$ cat src/cp_pkg.sv
// Constants, types and register map for the charge pump enable control
`default_nettype none
package cp_pkg;

  // ==========================================================
  // Bus geometry
  localparam int          ADDR_W        = 12;
  localparam int          DATA_W        = 32;
  localparam logic [11:0] CTRL_INDEX    = 12'h09a;
  localparam logic [11:0] CTRL_ADDR     = {CTRL_INDEX[9:0], 2'b00};
  localparam logic [11:0] IRQ_STAT_ADDR = 12'h26c;
  localparam logic [11:0] IRQ_MASK_ADDR = 12'h270;

  // ==========================================================
  // Control register fields
  localparam int         MODE_HI     = 7;
  localparam int         MODE_LO     = 6;
  localparam int         THRESH_BIT  = 1;
  localparam int         READY_BIT   = 0;
  localparam logic [1:0] MODE_RESET  = 2'h0;
  localparam logic [3:0] GAP_ZERO    = 4'h0;
  localparam logic [23:0] HIGH_ZERO  = 24'h000000;

  // Analog trip point, informative only: the comparator lives outside
  localparam int AUTO_THRESHOLD_VOLTAGE_MV = 4096;

  // ==========================================================
  // Interrupt events
  localparam int         EV_READY   = 0;
  localparam int         EV_THRESH  = 1;
  localparam int         EV_PUMP    = 2;
  localparam int         EV_W       = 3;
  localparam logic [2:0] EV_RESET   = 3'h0;
  localparam logic [28:0] EV_PAD    = 29'h00000000;

  // ==========================================================
  // Synchronised analog inputs
  localparam int SYNC_W      = 2;
  localparam int SIG_BELOW   = 0;
  localparam int SIG_SETTLED = 1;

  typedef enum logic [1:0] {
    CP_MODE_OFF   = 2'b00,
    CP_MODE_GATED = 2'b01,
    CP_MODE_AUTO  = 2'b10,
    CP_MODE_ON    = 2'b11
  } cp_mode_type;

  typedef enum logic [1:0] {
    CP_PUMP_OFF,
    CP_PUMP_SETTLE,
    CP_PUMP_READY
  } cp_pump_state_type;

endpackage
`default_nettype wire

$ cat src/cp_sync_if.sv
// Carrier between the control block and its input synchroniser
`default_nettype none
interface cp_sync_if #(parameter int WIDTH = 2);
  logic [WIDTH-1:0] raw;
  logic [WIDTH-1:0] sync;
  modport syncer (input raw, output sync);
  modport user   (output raw, input sync);
endinterface
`default_nettype wire

$ cat src/cp_sync.sv
// Two-stage synchroniser for the analog status inputs
`default_nettype none
module cp_sync #(
  parameter int WIDTH = 2
) (
  // Clock and reset
  input  wire logic ref_clk,
  input  wire logic rst_b,
  // Signals
  cp_sync_if.syncer bus
);

  logic [WIDTH-1:0] stage1;
  logic [WIDTH-1:0] stage2;

  for (genvar i = 0; i < WIDTH; i++) begin : g_bit
    always_ff @(posedge ref_clk) begin
      if (!rst_b) begin
        stage1[i] <= 1'b0;
        stage2[i] <= 1'b0;
      end else begin
        stage1[i] <= bus.raw[i];
        stage2[i] <= stage1[i];
      end
    end
  end

  assign bus.sync = stage2;

endmodule
`default_nettype wire

$ cat src/cp_ctrl.sv
// Charge pump enable control with APB register slave and interrupt
//
// Our own choice: the APB register port.
`default_nettype none
module cp_ctrl (
  // Clock and reset
  input  wire logic                       ref_clk,
  input  wire logic                       rst_b,
  // APB slave
  input  wire logic                       psel,
  input  wire logic                       penable,
  input  wire logic                       pwrite,
  input  wire logic [cp_pkg::ADDR_W-1:0]  paddr,
  input  wire logic [cp_pkg::DATA_W-1:0]  pwdata,
  output logic      [cp_pkg::DATA_W-1:0]  prdata,
  output logic                            pready,
  output logic                            pslverr,
  // Analog side
  input  wire logic                       supply_below_raw,
  input  wire logic                       pump_settled_raw,
  input  wire logic                       converter_enable,
  output logic                            pump_enable,
  // Interrupt
  output logic                            irq
);

  // ==========================================================
  // Input synchronisation
  cp_sync_if #(.WIDTH(cp_pkg::SYNC_W)) sync_bus ();

  assign sync_bus.raw[cp_pkg::SIG_BELOW]   = supply_below_raw;
  assign sync_bus.raw[cp_pkg::SIG_SETTLED] = pump_settled_raw;

  cp_sync #(.WIDTH(cp_pkg::SYNC_W)) u_sync (
    .ref_clk (ref_clk),
    .rst_b   (rst_b),
    .bus     (sync_bus.syncer)
  );

  logic below_s;
  logic settled_s;
  assign below_s   = sync_bus.sync[cp_pkg::SIG_BELOW];
  assign settled_s = sync_bus.sync[cp_pkg::SIG_SETTLED];

  // ==========================================================
  // Elaboration checks
  // Input map and event bits are fixed positions; refuse a package that cannot hold them
  if (cp_pkg::SYNC_W <= cp_pkg::SIG_SETTLED || cp_pkg::SYNC_W <= cp_pkg::SIG_BELOW ||
      cp_pkg::EV_W <= cp_pkg::EV_PUMP) begin : g_cfg_check
    $error("cp_ctrl package widths do not fit the input map or event bits");
  end

  // ==========================================================
  // Register state
  cp_pkg::cp_mode_type       mode;
  cp_pkg::cp_pump_state_type state;
  cp_pkg::cp_pump_state_type next_state;
  logic                      thresh_status;
  logic                      ready_status;
  logic [cp_pkg::EV_W-1:0]   irq_status;
  logic [cp_pkg::EV_W-1:0]   irq_mask;
  logic [cp_pkg::EV_W-1:0]   events;
  logic                      want_on;
  logic                      next_ready;
  logic                      irq_pending;
  logic [1:0]                wr_mode;

  // ==========================================================
  // APB decode
  logic access;
  logic done;
  logic wr_done;
  logic rd_done;
  logic hit_ctrl;
  logic hit_stat;
  logic hit_mask;
  logic hit_any;

  assign access   = psel && penable && !pready;
  assign done     = psel && penable && pready;
  assign wr_done  = done && pwrite;
  assign rd_done  = done && !pwrite;
  assign hit_ctrl = (paddr == cp_pkg::CTRL_ADDR);
  assign hit_stat = (paddr == cp_pkg::IRQ_STAT_ADDR);
  assign hit_mask = (paddr == cp_pkg::IRQ_MASK_ADDR);
  assign hit_any  = hit_ctrl || hit_stat || hit_mask;
  assign wr_mode  = pwdata[cp_pkg::MODE_HI:cp_pkg::MODE_LO];

  // One wait state: pready is a flop, so the answer trails the access edge
  always_ff @(posedge ref_clk) begin
    if (!rst_b) begin
      pready  <= 1'b0;
      pslverr <= 1'b0;
    end else begin
      pready  <= access;
      pslverr <= access && !hit_any;
    end
  end

  always_ff @(posedge ref_clk) begin
    if (!rst_b) begin
      prdata <= '0;
    end else if (access && !pwrite) begin
      if (hit_ctrl) begin
        prdata <= {cp_pkg::HIGH_ZERO, mode, cp_pkg::GAP_ZERO, thresh_status, ready_status};
      end else if (hit_stat) begin
        prdata <= {cp_pkg::EV_PAD, irq_status};
      end else if (hit_mask) begin
        prdata <= {cp_pkg::EV_PAD, irq_mask};
      end else begin
        prdata <= '0;
      end
    end
  end

  // ==========================================================
  // Mode field
  // Reset to off, writes take effect
  always_ff @(posedge ref_clk) begin
    if (!rst_b) begin
      mode <= cp_pkg::cp_mode_type'(cp_pkg::MODE_RESET);
    end else if (wr_done && hit_ctrl) begin
      mode <= cp_pkg::cp_mode_type'(pwdata[cp_pkg::MODE_HI:cp_pkg::MODE_LO]);
    end
  end

  always_ff @(posedge ref_clk) begin
    if (!rst_b) begin
      irq_mask <= cp_pkg::EV_RESET;
    end else if (wr_done && hit_mask) begin
      irq_mask <= pwdata[cp_pkg::EV_W-1:0];
    end
  end

  // ==========================================================
  // Enable decision
  always_comb begin
    case (mode)
      cp_pkg::CP_MODE_ON:    want_on = 1'b1;
      cp_pkg::CP_MODE_AUTO:  want_on = below_s;
      cp_pkg::CP_MODE_GATED: want_on = below_s && converter_enable;
      cp_pkg::CP_MODE_OFF:   want_on = 1'b0;
      default:               want_on = 1'b0;
    endcase
  end

  always_ff @(posedge ref_clk) begin
    if (!rst_b) begin
      pump_enable <= 1'b0;
    end else begin
      pump_enable <= want_on;
    end
  end

  // ==========================================================
  // Settling tracker
  always_comb begin
    next_state = state;
    case (state)
      cp_pkg::CP_PUMP_OFF: begin
        if (pump_enable) begin
          next_state = cp_pkg::CP_PUMP_SETTLE;
        end
      end
      cp_pkg::CP_PUMP_SETTLE: begin
        if (!pump_enable) begin
          next_state = cp_pkg::CP_PUMP_OFF;
        end else if (settled_s) begin
          next_state = cp_pkg::CP_PUMP_READY;
        end
      end
      cp_pkg::CP_PUMP_READY: begin
        if (!pump_enable) begin
          next_state = cp_pkg::CP_PUMP_OFF;
        end else if (!settled_s) begin
          next_state = cp_pkg::CP_PUMP_SETTLE;
        end
      end
      default: next_state = cp_pkg::CP_PUMP_OFF;
    endcase
  end

  always_ff @(posedge ref_clk) begin
    if (!rst_b) begin
      state <= cp_pkg::CP_PUMP_OFF;
    end else begin
      state <= next_state;
    end
  end

  // Ready falls with the enable, never a cycle after the pump stops
  assign next_ready = (next_state == cp_pkg::CP_PUMP_READY) && want_on;

  // Ready only once settled and running
  always_ff @(posedge ref_clk) begin
    if (!rst_b) begin
      ready_status <= 1'b0;
    end else begin
      ready_status <= next_ready;
    end
  end

  always_ff @(posedge ref_clk) begin
    if (!rst_b) begin
      thresh_status <= 1'b0;
    end else begin
      thresh_status <= !below_s;
    end
  end

  // ==========================================================
  // Interrupts
  always_comb begin
    events                   = '0;
    events[cp_pkg::EV_READY]  = next_ready && !ready_status;
    events[cp_pkg::EV_THRESH] = (!below_s) != thresh_status;
    events[cp_pkg::EV_PUMP]   = want_on != pump_enable;
  end

  // Set beats the read clear so a coincident event survives
  for (genvar i = 0; i < cp_pkg::EV_W; i++) begin : g_ev
    always_ff @(posedge ref_clk) begin
      if (!rst_b) begin
        irq_status[i] <= 1'b0;
      end else if (events[i]) begin
        irq_status[i] <= 1'b1;
      end else if (rd_done && hit_stat) begin
        irq_status[i] <= 1'b0;
      end
    end
  end

  assign irq_pending = |(irq_status & irq_mask);

  // Registered output: one cycle behind the status bits
  always_ff @(posedge ref_clk) begin
    if (!rst_b) begin
      irq <= 1'b0;
    end else begin
      irq <= irq_pending;
    end
  end
endmodule
`default_nettype wire

$ cat config.mk
export PLATFORM = sky130hd
export DESIGN_NAME = cp_ctrl
export DESIGN_NICKNAME = d
export VERILOG_FILES = /design/src/cp_pkg.sv /design/src/cp_sync_if.sv /design/src/cp_sync.sv /design/src/cp_ctrl.sv
export SDC_FILE = /design/constraint.sdc
export NUM_CORES = 1
export LEC_CHECK = 0
export BUFFER_PORTS_ARGS = -buffer_cell sky130_fd_sc_hd__buf_2
export CORE_MARGIN = 10
export CORE_UTILIZATION = 35
export DETAILED_ROUTE_END_ITERATION = 12
export PLACE_DENSITY = 0.66
export SLEW_MARGIN = 15
export SYNTH_ARGS = -nofsm -noshare
export SYNTH_HDL_FRONTEND = slang
export SYNTH_SLANG_ARGS = --single-unit
export TNS_END_PERCENT = 10
$ cat constraint.sdc
create_clock -name ref_clk -period 1.7 [get_ports ref_clk]
set_input_delay 0.085 -clock ref_clk [delete_from_list [all_inputs] [get_ports ref_clk]]
set_output_delay 0.085 -clock ref_clk [all_outputs]
set_load 0.02 [all_outputs]
; ---- Word-level counts from Yosys, hierarchy flattened
; Index checks and enable logic that the tools add are counted.
[op_classes]
addsub = 0
mul = 0
div_mod_pow = 0
n_lt_le_gt_ge = 0
n_eq_ne = 11
shifts = 0
n_mux = 14
bitwise = 1
reduce_logical = 26
[ops]
columns = cell, count
row1 = "12-bit by 10-bit == test with 1-bit output, second input constant", 3
row2 = 1-bit logical AND, 13
row3 = 2-bit two-way mux, 5
row4 = "2-bit == test, second input constant", 4
row5 = 8-bit two-way mux, 1
row6 = 3-bit two-way mux, 2
row7 = 2-bit one-hot mux with 3 select lines, 1
row8 = 2-bit nonzero test, 3
row9 = 1-bit logical NOT, 5
row10 = "2-bit by 1-bit == test with 1-bit output, second input constant", 2
row11 = 2-bit logical NOT, 2
row12 = 1-bit two-way mux, 4
row13 = 1-bit one-hot mux with 4 select lines, 1
row14 = 3-bit bitwise AND, 1
row15 = 3-bit OR reduction, 1
row16 = 1-bit logical OR, 2
row17 = 1-bit inequality test, 2
[totals]
regBits = 52
latchBits = 0
mem_bits_rw = 0
romBits = 0
in_bits = 52
output_inout_bits = 36
elab_cells = 69
n_memories = 0

; ---- Logic depth before layout (Yosys ltp)
; Gate-level depths: netlist (run 1).
[depth]
depth_word = 7
depth_mapped = 5
depth_no_buf = 4

; ---- Modules after synthesis
; A second synthesis (run 1) with hierarchy kept.
[hier_totals]
hier_cells = 132
hier_area_um2 = 1214.9
[modules_own_cells]
columns = module, n_inst, cells_each, area_each_um2, seq_area_each_um2
row1 = cp_ctrl, 1, 124, 1109.8, 420.4
row2 = cp_sync, 1, 8, 105.1, 80.1

; ---- Worst setup path before layout (run 1)
; No wires, ideal clock.
[synth_timing]
kind = input -> register
from = in paddr[8] (netlist bit)
to = reg prdata[2] (netlist bit)
setup_ns = 0.152
arrival_ns = 1.419
t_required_ns = 1.548
path_slack_ns = 0.128
cell_stages = 5
n_path_buf = 1
cell_sequence = or4b_4 > buf_6 > or4_4 > mux2i_1 > o22ai_1
[synth_between]
elab_chain_cells = 4
word_cells_on_any_way = 6
cone_classes = eq/ne: 3 / mux: 3
[synth_rtl]
columns = element, line
row1 = "start, declared", cp_ctrl.sv:13  ; input wire logic [cp_pkg::ADDR_W-1:0] paddr,
row2 = 12-bit by 10-bit == test with 1-bit output, cp_ctrl.sv:85  ; assign hit_mask = (paddr == cp_pkg::IRQ_MASK_ADDR);
row3 = 3-bit two-way mux, cp_ctrl.sv:108  ; end else if (hit_mask) begin
row4 = 3-bit two-way mux, cp_ctrl.sv:106  ; end else if (hit_stat) begin
row5 = 8-bit two-way mux *, cp_ctrl.sv:104  ; if (hit_ctrl) begin
row6 = "end signal, assigned", cp_ctrl.sv:105  ; prdata <= {cp_pkg::HIGH_ZERO, mode, cp_pkg::GAP_ZERO, thresh_status, ready_status};
row7 = "end signal, assigned", cp_ctrl.sv:107  ; prdata <= {cp_pkg::EV_PAD, irq_status};
row8 = "end signal, assigned", cp_ctrl.sv:109  ; prdata <= {cp_pkg::EV_PAD, irq_mask};
row9 = "end, declared", cp_ctrl.sv:15  ; output logic [cp_pkg::DATA_W-1:0] prdata,
; Mark *: on every way between the ends. The rest lies on a longest branch, timed or not.
; A chain may end at the register's enable or synchronous reset.

; ---- Final worst setup path (run 1)
[layout_timing]
from = in paddr[8] (netlist bit)
to = reg mode[0]
[layout_between]
elab_chain_cells = 2
[layout_rtl]
columns = element, line
row1 = 12-bit by 10-bit == test with 1-bit output, cp_ctrl.sv:83  ; assign hit_ctrl = (paddr == cp_pkg::CTRL_ADDR);
row2 = 1-bit logical AND, cp_ctrl.sv:122  ; end else if (wr_done && hit_ctrl) begin
row3 = "end signal, assigned", cp_ctrl.sv:121  ; mode <= cp_pkg::cp_mode_type'(cp_pkg::MODE_RESET);
row4 = "end signal, assigned", cp_ctrl.sv:123  ; mode <= cp_pkg::cp_mode_type'(pwdata[cp_pkg::MODE_HI:cp_pkg::MODE_LO]);
row5 = "end, declared", cp_ctrl.sv:55  ; cp_pkg::cp_mode_type mode;
; Every way passes these cells.

==> results.toml, run 1 <==
[grt]
grt_overflow = 0
grt_max_degree = 14
antenna_found_initial = 0
grt_util_all_layers_pct = 8.54
grt_pass1_wl_um = 4520
grt_pass1_vias = 994

[setup_path]
cp-end-kind = "flip-flop"
required_ns = 1.85
critical-path-slowest-cell = "or4b_4"
path_cells = "buf_2 -> or4b_4 -> or4_1 -> o21ai_1 -> a21oi_1"
max_stage_delay_ns = 0.58
worstSetupPathType = "primary input to flip-flop"
cp-start-kind = "primary input"
worstPathArrival_ns = 1.54
critPathBufInv = 1
cp_max_fo = 6
critPathTopFamily = "simple AND/OR/NAND/NOR gates"

[logic_synthesis]
yosys.area_share.adder_pct = 0.764
synth_mux_area_share_pct = 0.764
post_synth_inst_count = 148
synth-simple-area-share_pct = 24.5
yosysWarnings = 0
synth_compound_area_share_pct = 15.7
syn_area_per_cell_um2 = 8.85
synth-async-reset-ratio_pct = 0
synthesis.area_mm2 = 0.00131
synth_edf_count = 0
synth_xor_area_share_pct = 2.01
synth_seq_cells = 25
synth_top_family_by_area = "simple AND/OR/NAND/NOR gates"
synth.distinct_cells = 38
ys_seq_area_share_pct = 38.2
synthFlopType = "dfxtp_1"

[power_and_ir_drop]
p_sw_w = 0.000284
pwr-share-comb_pct = 13.6
ir_drop_mv = 0.384
intPower_w = 0.000808
pwr-share-seq_pct = 55.4
switching_share_pct = 26.0
power_leakage_nw = 0.636
powerDensity_mw_per_mm2 = 731
p_clk_share_pct = 31.0

[clocking]
cts_tree = "done"
post_cts_buffers = 0
cts.sinks = 25
cts_buffers = 3
insertion_delay_ns = 0.26
htree_num_levels = 1
ctsHoldBuffers = 0
path_clk_slew_ns = 0.08
clk_path_buf_depth = 2
cts_resized = 0
cts_root_buf = "clkbuf_8"

[timing]
slew_viol_final = 0
rsz0062_at_grt = "false"
hold_viol_final = 0
max_freq_mhz = 724
finalSetupViolCount = 0
post-route-min-period_ns = 1.38
fin_skew_ns = 0.00341
fin_crit_sh_pct = 81.3
finalSetupTns_ns = 0
layout_setup_ws_ns = 0.318

[final_layout]
area_growth_pct = 14.0
post-route-cell-area_mm2 = 0.00149
drive_gt1_share_pct = 24.7
final_cells = 234
num_antenna_cells = 0
nets = 239
postLayoutCoreUtil_pct = 41.1

[floorplanning]
core-area_mm2 = 0.00363
std_cell_rows = 22
die_area_mm2 = 0.00659
io_pins = 88
initial_core_util_pct = 36.1
die_w_um = 81.2
die_y_um = 81.2

[placed_design]
dp_hpwl_um = 2430
placed_area_mm2 = 0.00145
gp_congestion = 0.857
port-buffer-count = 33
placedCellCount = 230
pre_cts_ws_ns = 0.0280

[route]
drc = 0
drt-initial-drc-count = 59
wl_per_cell_um = 12.8
vias = 1064
ant_nets = 0
drtPass1Iterations = 4
wl_um = 3000
vias_per_cell = 4.55

[status]
outcome = "finished clean"

[worst_hold_path]
min_path_type = "primary input to flip-flop"

[flow_run]
cap_violations = 0
[cell type report]
type	instances	area, um2
clock buffers	4	45.0
fillers	390	2140
inverters	3	11.3
multi-input cells	116	674
flip-flops and latches	25	500
well taps	48	60.1
repair buffers	38	203
[final timing paths]
| path | from | endpoint | slack [ns] | cells past startpoint |
|---|---|---|---|---|
| max | paddr[8] | mode[0] | 0.32 | 5 |
| min | pump_settled_raw | u_sync.stage1[1] | 0.02 | 2 |
| max reg2reg | pready | irq_mask[2] | 0.48 | 4 |
| min reg2reg | u_sync.stage1[0] | u_sync.bus.sync[0] | 0.44 | 1 |
[cell families (layout without fill, tap and decap cells)]
group / after synthesis / after routing
multiplexers: 1 / 1
flip-flops: 25 / 25
XOR/XNOR: 3 / 3
adder cells (fa/ha/maj): 1 / 1
buffers and inverters: 33 / 45
AO/OA/AOI/OAI: 32 / 32
other: 1 / 27
AND/OR/NAND/NOR: 52 / 52
[cell usage in the layout (no fill, tap or decap), types with 2 or more instances in the layout]
cell	n
or3_1	2
nand2_1	7
buf_4	5
clkbuf_8	3
a31oi_1	2
o21ai_1	7
dfxtp_1	25
a21bo_1	2
conb_1	27
nor2_1	6
nor3_1	3
o21ai_0	5
nand2b_1	3
xor2_1	2
nand3_1	10
nor3b_1	2
buf_2	33
and2_1	4
a21oi_1	12
inv_1	3
nand4_1	3
nand3b_1	3
[power groups by stage]
| stage | registers (W) | clock network [W] | logic (W) |
|---|---|---|---|
| global placement | 0.000618 | 0 | 0.000145 |
| global route | 0.000607 | 0.000381 | 0.000162 |
| CTS | 0.000605 | 0.000354 | 0.000146 |
| detailed placement | 0.000618 | 0 | 0.000145 |
| finish | 0.000605 | 0.000338 | 0.000148 |
| floorplan | 0.000622 | 0 | 0.000140 |
[cell usage after synthesis (all sizes together), types with 3 or more instances]
| cell type | instances | area (um2) |
|---|---|---|
| a21oi | 12 | 60.1 |
| and2 | 4 | 25.0 |
| buf | 28 | 214 |
| dfxtp | 25 | 500 |
| inv | 3 | 11.3 |
| nand2 | 7 | 26.3 |
| nand2b | 3 | 18.8 |
| nand3 | 10 | 50.1 |
| nand3b | 3 | 22.5 |
| nand4 | 3 | 18.8 |
| nor2 | 6 | 22.5 |
| nor3 | 3 | 15.0 |
| o21ai | 12 | 60.1 |
[sequential cells by signal (all words and copies together) (netlist names)]
| signal | count |
|---|---|
| thresh_status | 1 |
| pslverr | 1 |
| state | 2 |
| u_sync.stage1 | 2 |
| irq_mask | 3 |
| irq | 1 |
| prdata | 5 |
| u_sync.bus.sync | 2 |
| mode | 2 |
| irq_status | 3 |
| ready_status | 1 |
| pready | 1 |
| pump_enable | 1 |
[metal layers]
layer	global-route usage [%]	vias up	wire (um)
li1	-	548	-
met3	3.64	2	323
met2	13.5	50	1330
met1	10.4	464	1330
met4	2.08	0	17
met5	0	-	0
[metrics by stage]
stage | hold slack, ns | total power (W)
2_1_floorplan | 0.207 | 0.000762
3_3_place_gp | 0.289 | 0.000763
3_5_place_dp | 0.290 | 0.000764
4_1_cts | 0.0125 | 0.00110
5_1_grt | 0.00442 | 0.00115
6_report | 0.0188 | 0.00109
Power figures use the tool's default switching activity.
==> run 2, diff against run 1 <==
--- a/config.mk
+++ b/config.mk
@@ -5,11 +5,12 @@
 export SDC_FILE = /design/constraint.sdc
 export NUM_CORES = 1
 export LEC_CHECK = 0
+export ABC_AREA = 1
 export BUFFER_PORTS_ARGS = -buffer_cell sky130_fd_sc_hd__buf_2
 export CORE_MARGIN = 10
 export CORE_UTILIZATION = 35
 export DETAILED_ROUTE_END_ITERATION = 12
-export PLACE_DENSITY = 0.66
+export PLACE_DENSITY = 0.64
 export SLEW_MARGIN = 15
 export SYNTH_ARGS = -nofsm -noshare
 export SYNTH_HDL_FRONTEND = slang
==> constraint.sdc (replaced) <==
create_clock -name ref_clk -period 1.4 [get_ports ref_clk]
set_input_delay 0.07 -clock ref_clk [delete_from_list [all_inputs] [get_ports ref_clk]]
set_output_delay 0.07 -clock ref_clk [all_outputs]
set_load 0.02 [all_outputs]
==> run 2 against run 1 <==
  * Global-route usage fell by 0.77 points
  * Non-clock buffer count fell by 2
  * Register-to-register slack got worse by 0.20 ns
  * Final cell count rose by 22%
  * Synthesized area rose by 9.6%
  * Wire length fell by 1.5%
==> results.toml, run 2 <==
[status]
outcome = "finished clean"

[setup_path]
worstPathArrival_ns = 1.28
worstSetupPathType = "flip-flop to flip-flop"
path_cells = "nand3b_1 -> nor2_4 -> inv_1 -> nor2_1 -> a21oi_2"
required_ns = 1.55
critPathTopFamily = "simple AND/OR/NAND/NOR gates"
cp-start-kind = "flip-flop"
cp_max_fo = 8
max_stage_delay_ns = 0.32
critPathBufInv = 1
critical-path-slowest-cell = "dfxtp_1"
cp-end-kind = "flip-flop"

[power_and_ir_drop]
p_sw_w = 0.000375
switching_share_pct = 27.4
power_leakage_nw = 0.846
intPower_w = 0.000992
p_total_w = 0.00137
pwr-share-comb_pct = 15.7
ir_drop_mv = 0.415
powerDensity_mw_per_mm2 = 840
pwr-share-seq_pct = 53.9
p_clk_share_pct = 30.4

[logic_synthesis]
synthTopCellsByArea = "dfxtp_1, buf_4, nand2_1"
synth.top_cell.area_share_pct = 34.8
synth.distinct_cells = 28
yosysWarnings = 0
synth_seq_cells = 25
synthesis.area_mm2 = 0.00144
yosys-top-cells-count = "nand2_1, inv_1, buf_4, nor2_1, dfxtp_1"
synthFlopType = "dfxtp_1"
ys_seq_area_share_pct = 34.8
synth_edf_count = 0
synth-async-reset-ratio_pct = 0
yosysMostFrequentCell = "nand2_1"
post_synth_inst_count = 198
synth_top_area_cell = "dfxtp_1"
syn_area_per_cell_um2 = 7.25

[clocking]
htree_num_levels = 1
cts_buffers = 3
clk_path_buf_depth = 2
cts_tree = "done"
post_cts_buffers = 0
cts_root_buf = "clkbuf_8"
insertion_delay_ns = 0.26
path_clk_slew_ns = 0.08
cts.sinks = 25

[timing]
post-route-min-period_ns = 1.12
max_freq_mhz = 889
layout_setup_ws_ns = 0.275
hold_viol_final = 0
finalSetupViolCount = 0
finalSetupTns_ns = 0
fin_crit_sh_pct = 80.4
rsz0062_at_grt = "false"
fin_skew_ns = 0.00445
slew_viol_final = 0

[grt]
antenna_found_initial = 0
grt_pass1_wl_um = 4770
grt_overflow = 0
grt_pass1_vias = 1078
grt_max_degree = 14
grt_util_all_layers_pct = 7.77

[route]
maxUsedRoutingLayer = "met4"
met2_length_um = 1380
drtPass1Iterations = 4
wl_um = 2960
drc = 0
vias_per_cell = 4.16
wl_met3_um = 217
vias = 1191
wl_per_cell_um = 10.3
m1WireLength_um = 1340
ant_nets = 0
drt-initial-drc-count = 58

[final_layout]
largestRegisters = "prdata: 5 flops, irq_mask: 3 flops, irq_status: 3 flops"
final_cells = 286
final_common_cell = "nand2_1"
area_growth_pct = 13.3
drive_gt1_share_pct = 25.0
largest_register_ffs = 5
top_register = "prdata"
nets = 289
post-route-cell-area_mm2 = 0.00163
final_cell_mix = "nand2_1, buf_2, inv_1"
num_antenna_cells = 0

[placed_design]
port-buffer-count = 33
dp_hpwl_um = 2520
pre_cts_ws_ns = 0.281
gp_congestion = 0.758
placed_area_mm2 = 0.00156
placedCellCount = 280

[worst_hold_path]
min_path_type = "primary input to flip-flop"

[floorplanning]
die_area_mm2 = 0.00707
core-area_mm2 = 0.00400
io_pins = 88
initial_core_util_pct = 35.9
std_cell_rows = 23
die_y_um = 84.1
die_w_um = 84.1

[flow_run]
cap_violations = 0
run 2: cell count changes in the layout (fill, tap and decap cells not counted), moves of 4 or more:
cell     previous run  this run
nand2_1             7        36
inv_1               3        29
nor2_1              6        27
a21oi_1            12         6
nor2_4              0         5
o21ai_1             7         2
and2_1              4         0
buf_4               5         1
run 2: area by class of cell:
| cell class | count | area (um2) |
|---|---|---|
| Fill cell | 436 | 2370 |
| Timing Repair Buffer | 36 | 193 |
| Multi-Input combinational cell | 140 | 711 |
| Tap cell | 50 | 62.6 |
| Inverter | 31 | 116 |
| Sequential cell | 25 | 500 |
| Clock buffer | 4 | 45.0 |
run 2: stage by stage:
stage / hold WS [ns] / utilization (%)
after CTS: 0.0328 / 40.7
final: 0.0330 / 40.7
after detailed placement: 0.253 / 39.1
after floorplan: 0.163 / -
after global placement: 0.251 / 39.1
after global routing: 0.0390 / 40.7
run 2: metal layers:
| layer | global-route usage [%] | vias up |
|---|---|---|
| met3 | 3.03 | 2 |
| met4 | 2.28 | 0 |
| met1 | 9.05 | 528 |
| li1 | - | 627 |
| met2 | 12.7 | 34 |
| met5 | 0 | - |
run 2: cell families (layout without fill, tap and decap cells):
logic type                after synthesis  in the layout  share of synthesized area [%]
AOI/OAI and AO/OA                      17             17                           7.32
xor gates and xnor gates                2              2                           1.22
buffers and inverters                  59             71                           22.5
DFF                                    25             25                           34.8
other                                   1             27                          0.261
and+or+nand+nor                        94             94                           33.9
run 2: timing repair:
item,CTS,global route
resized for setup,0,0
hold endpoints to repair,2,0
hold buffers,2,0
setup endpoints to repair,0,0
run 2: worst paths after layout:
check,startpoint,endpoint,slack [ns],depth (start not counted)
setup / recovery,pready,prdata[1],0.28,5
hold / removal,pwdata[0],irq_mask[0],0.03,3
setup reg to reg,pready,prdata[1],0.28,5
hold reg to reg,u_sync.stage1[0],u_sync.bus.sync[0],0.42,2
run 2: worst min-delay path, stage by stage:
cell	delay, ns
buf_2	0.08
nor2_1	0.03
nor2_1	0.08
run 2: power by group through the flow:
stage | clock, W | sequential (W) | combinational, W
2_1_floorplan | 0 | 0.000762 | 0.000193
3_3_place_gp | 0 | 0.000753 | 0.000206
3_5_place_dp | 0 | 0.000753 | 0.000209
4_1_cts | 0.000424 | 0.000737 | 0.000213
5_1_grt | 0.000447 | 0.000739 | 0.000240
6_report | 0.000415 | 0.000737 | 0.000215
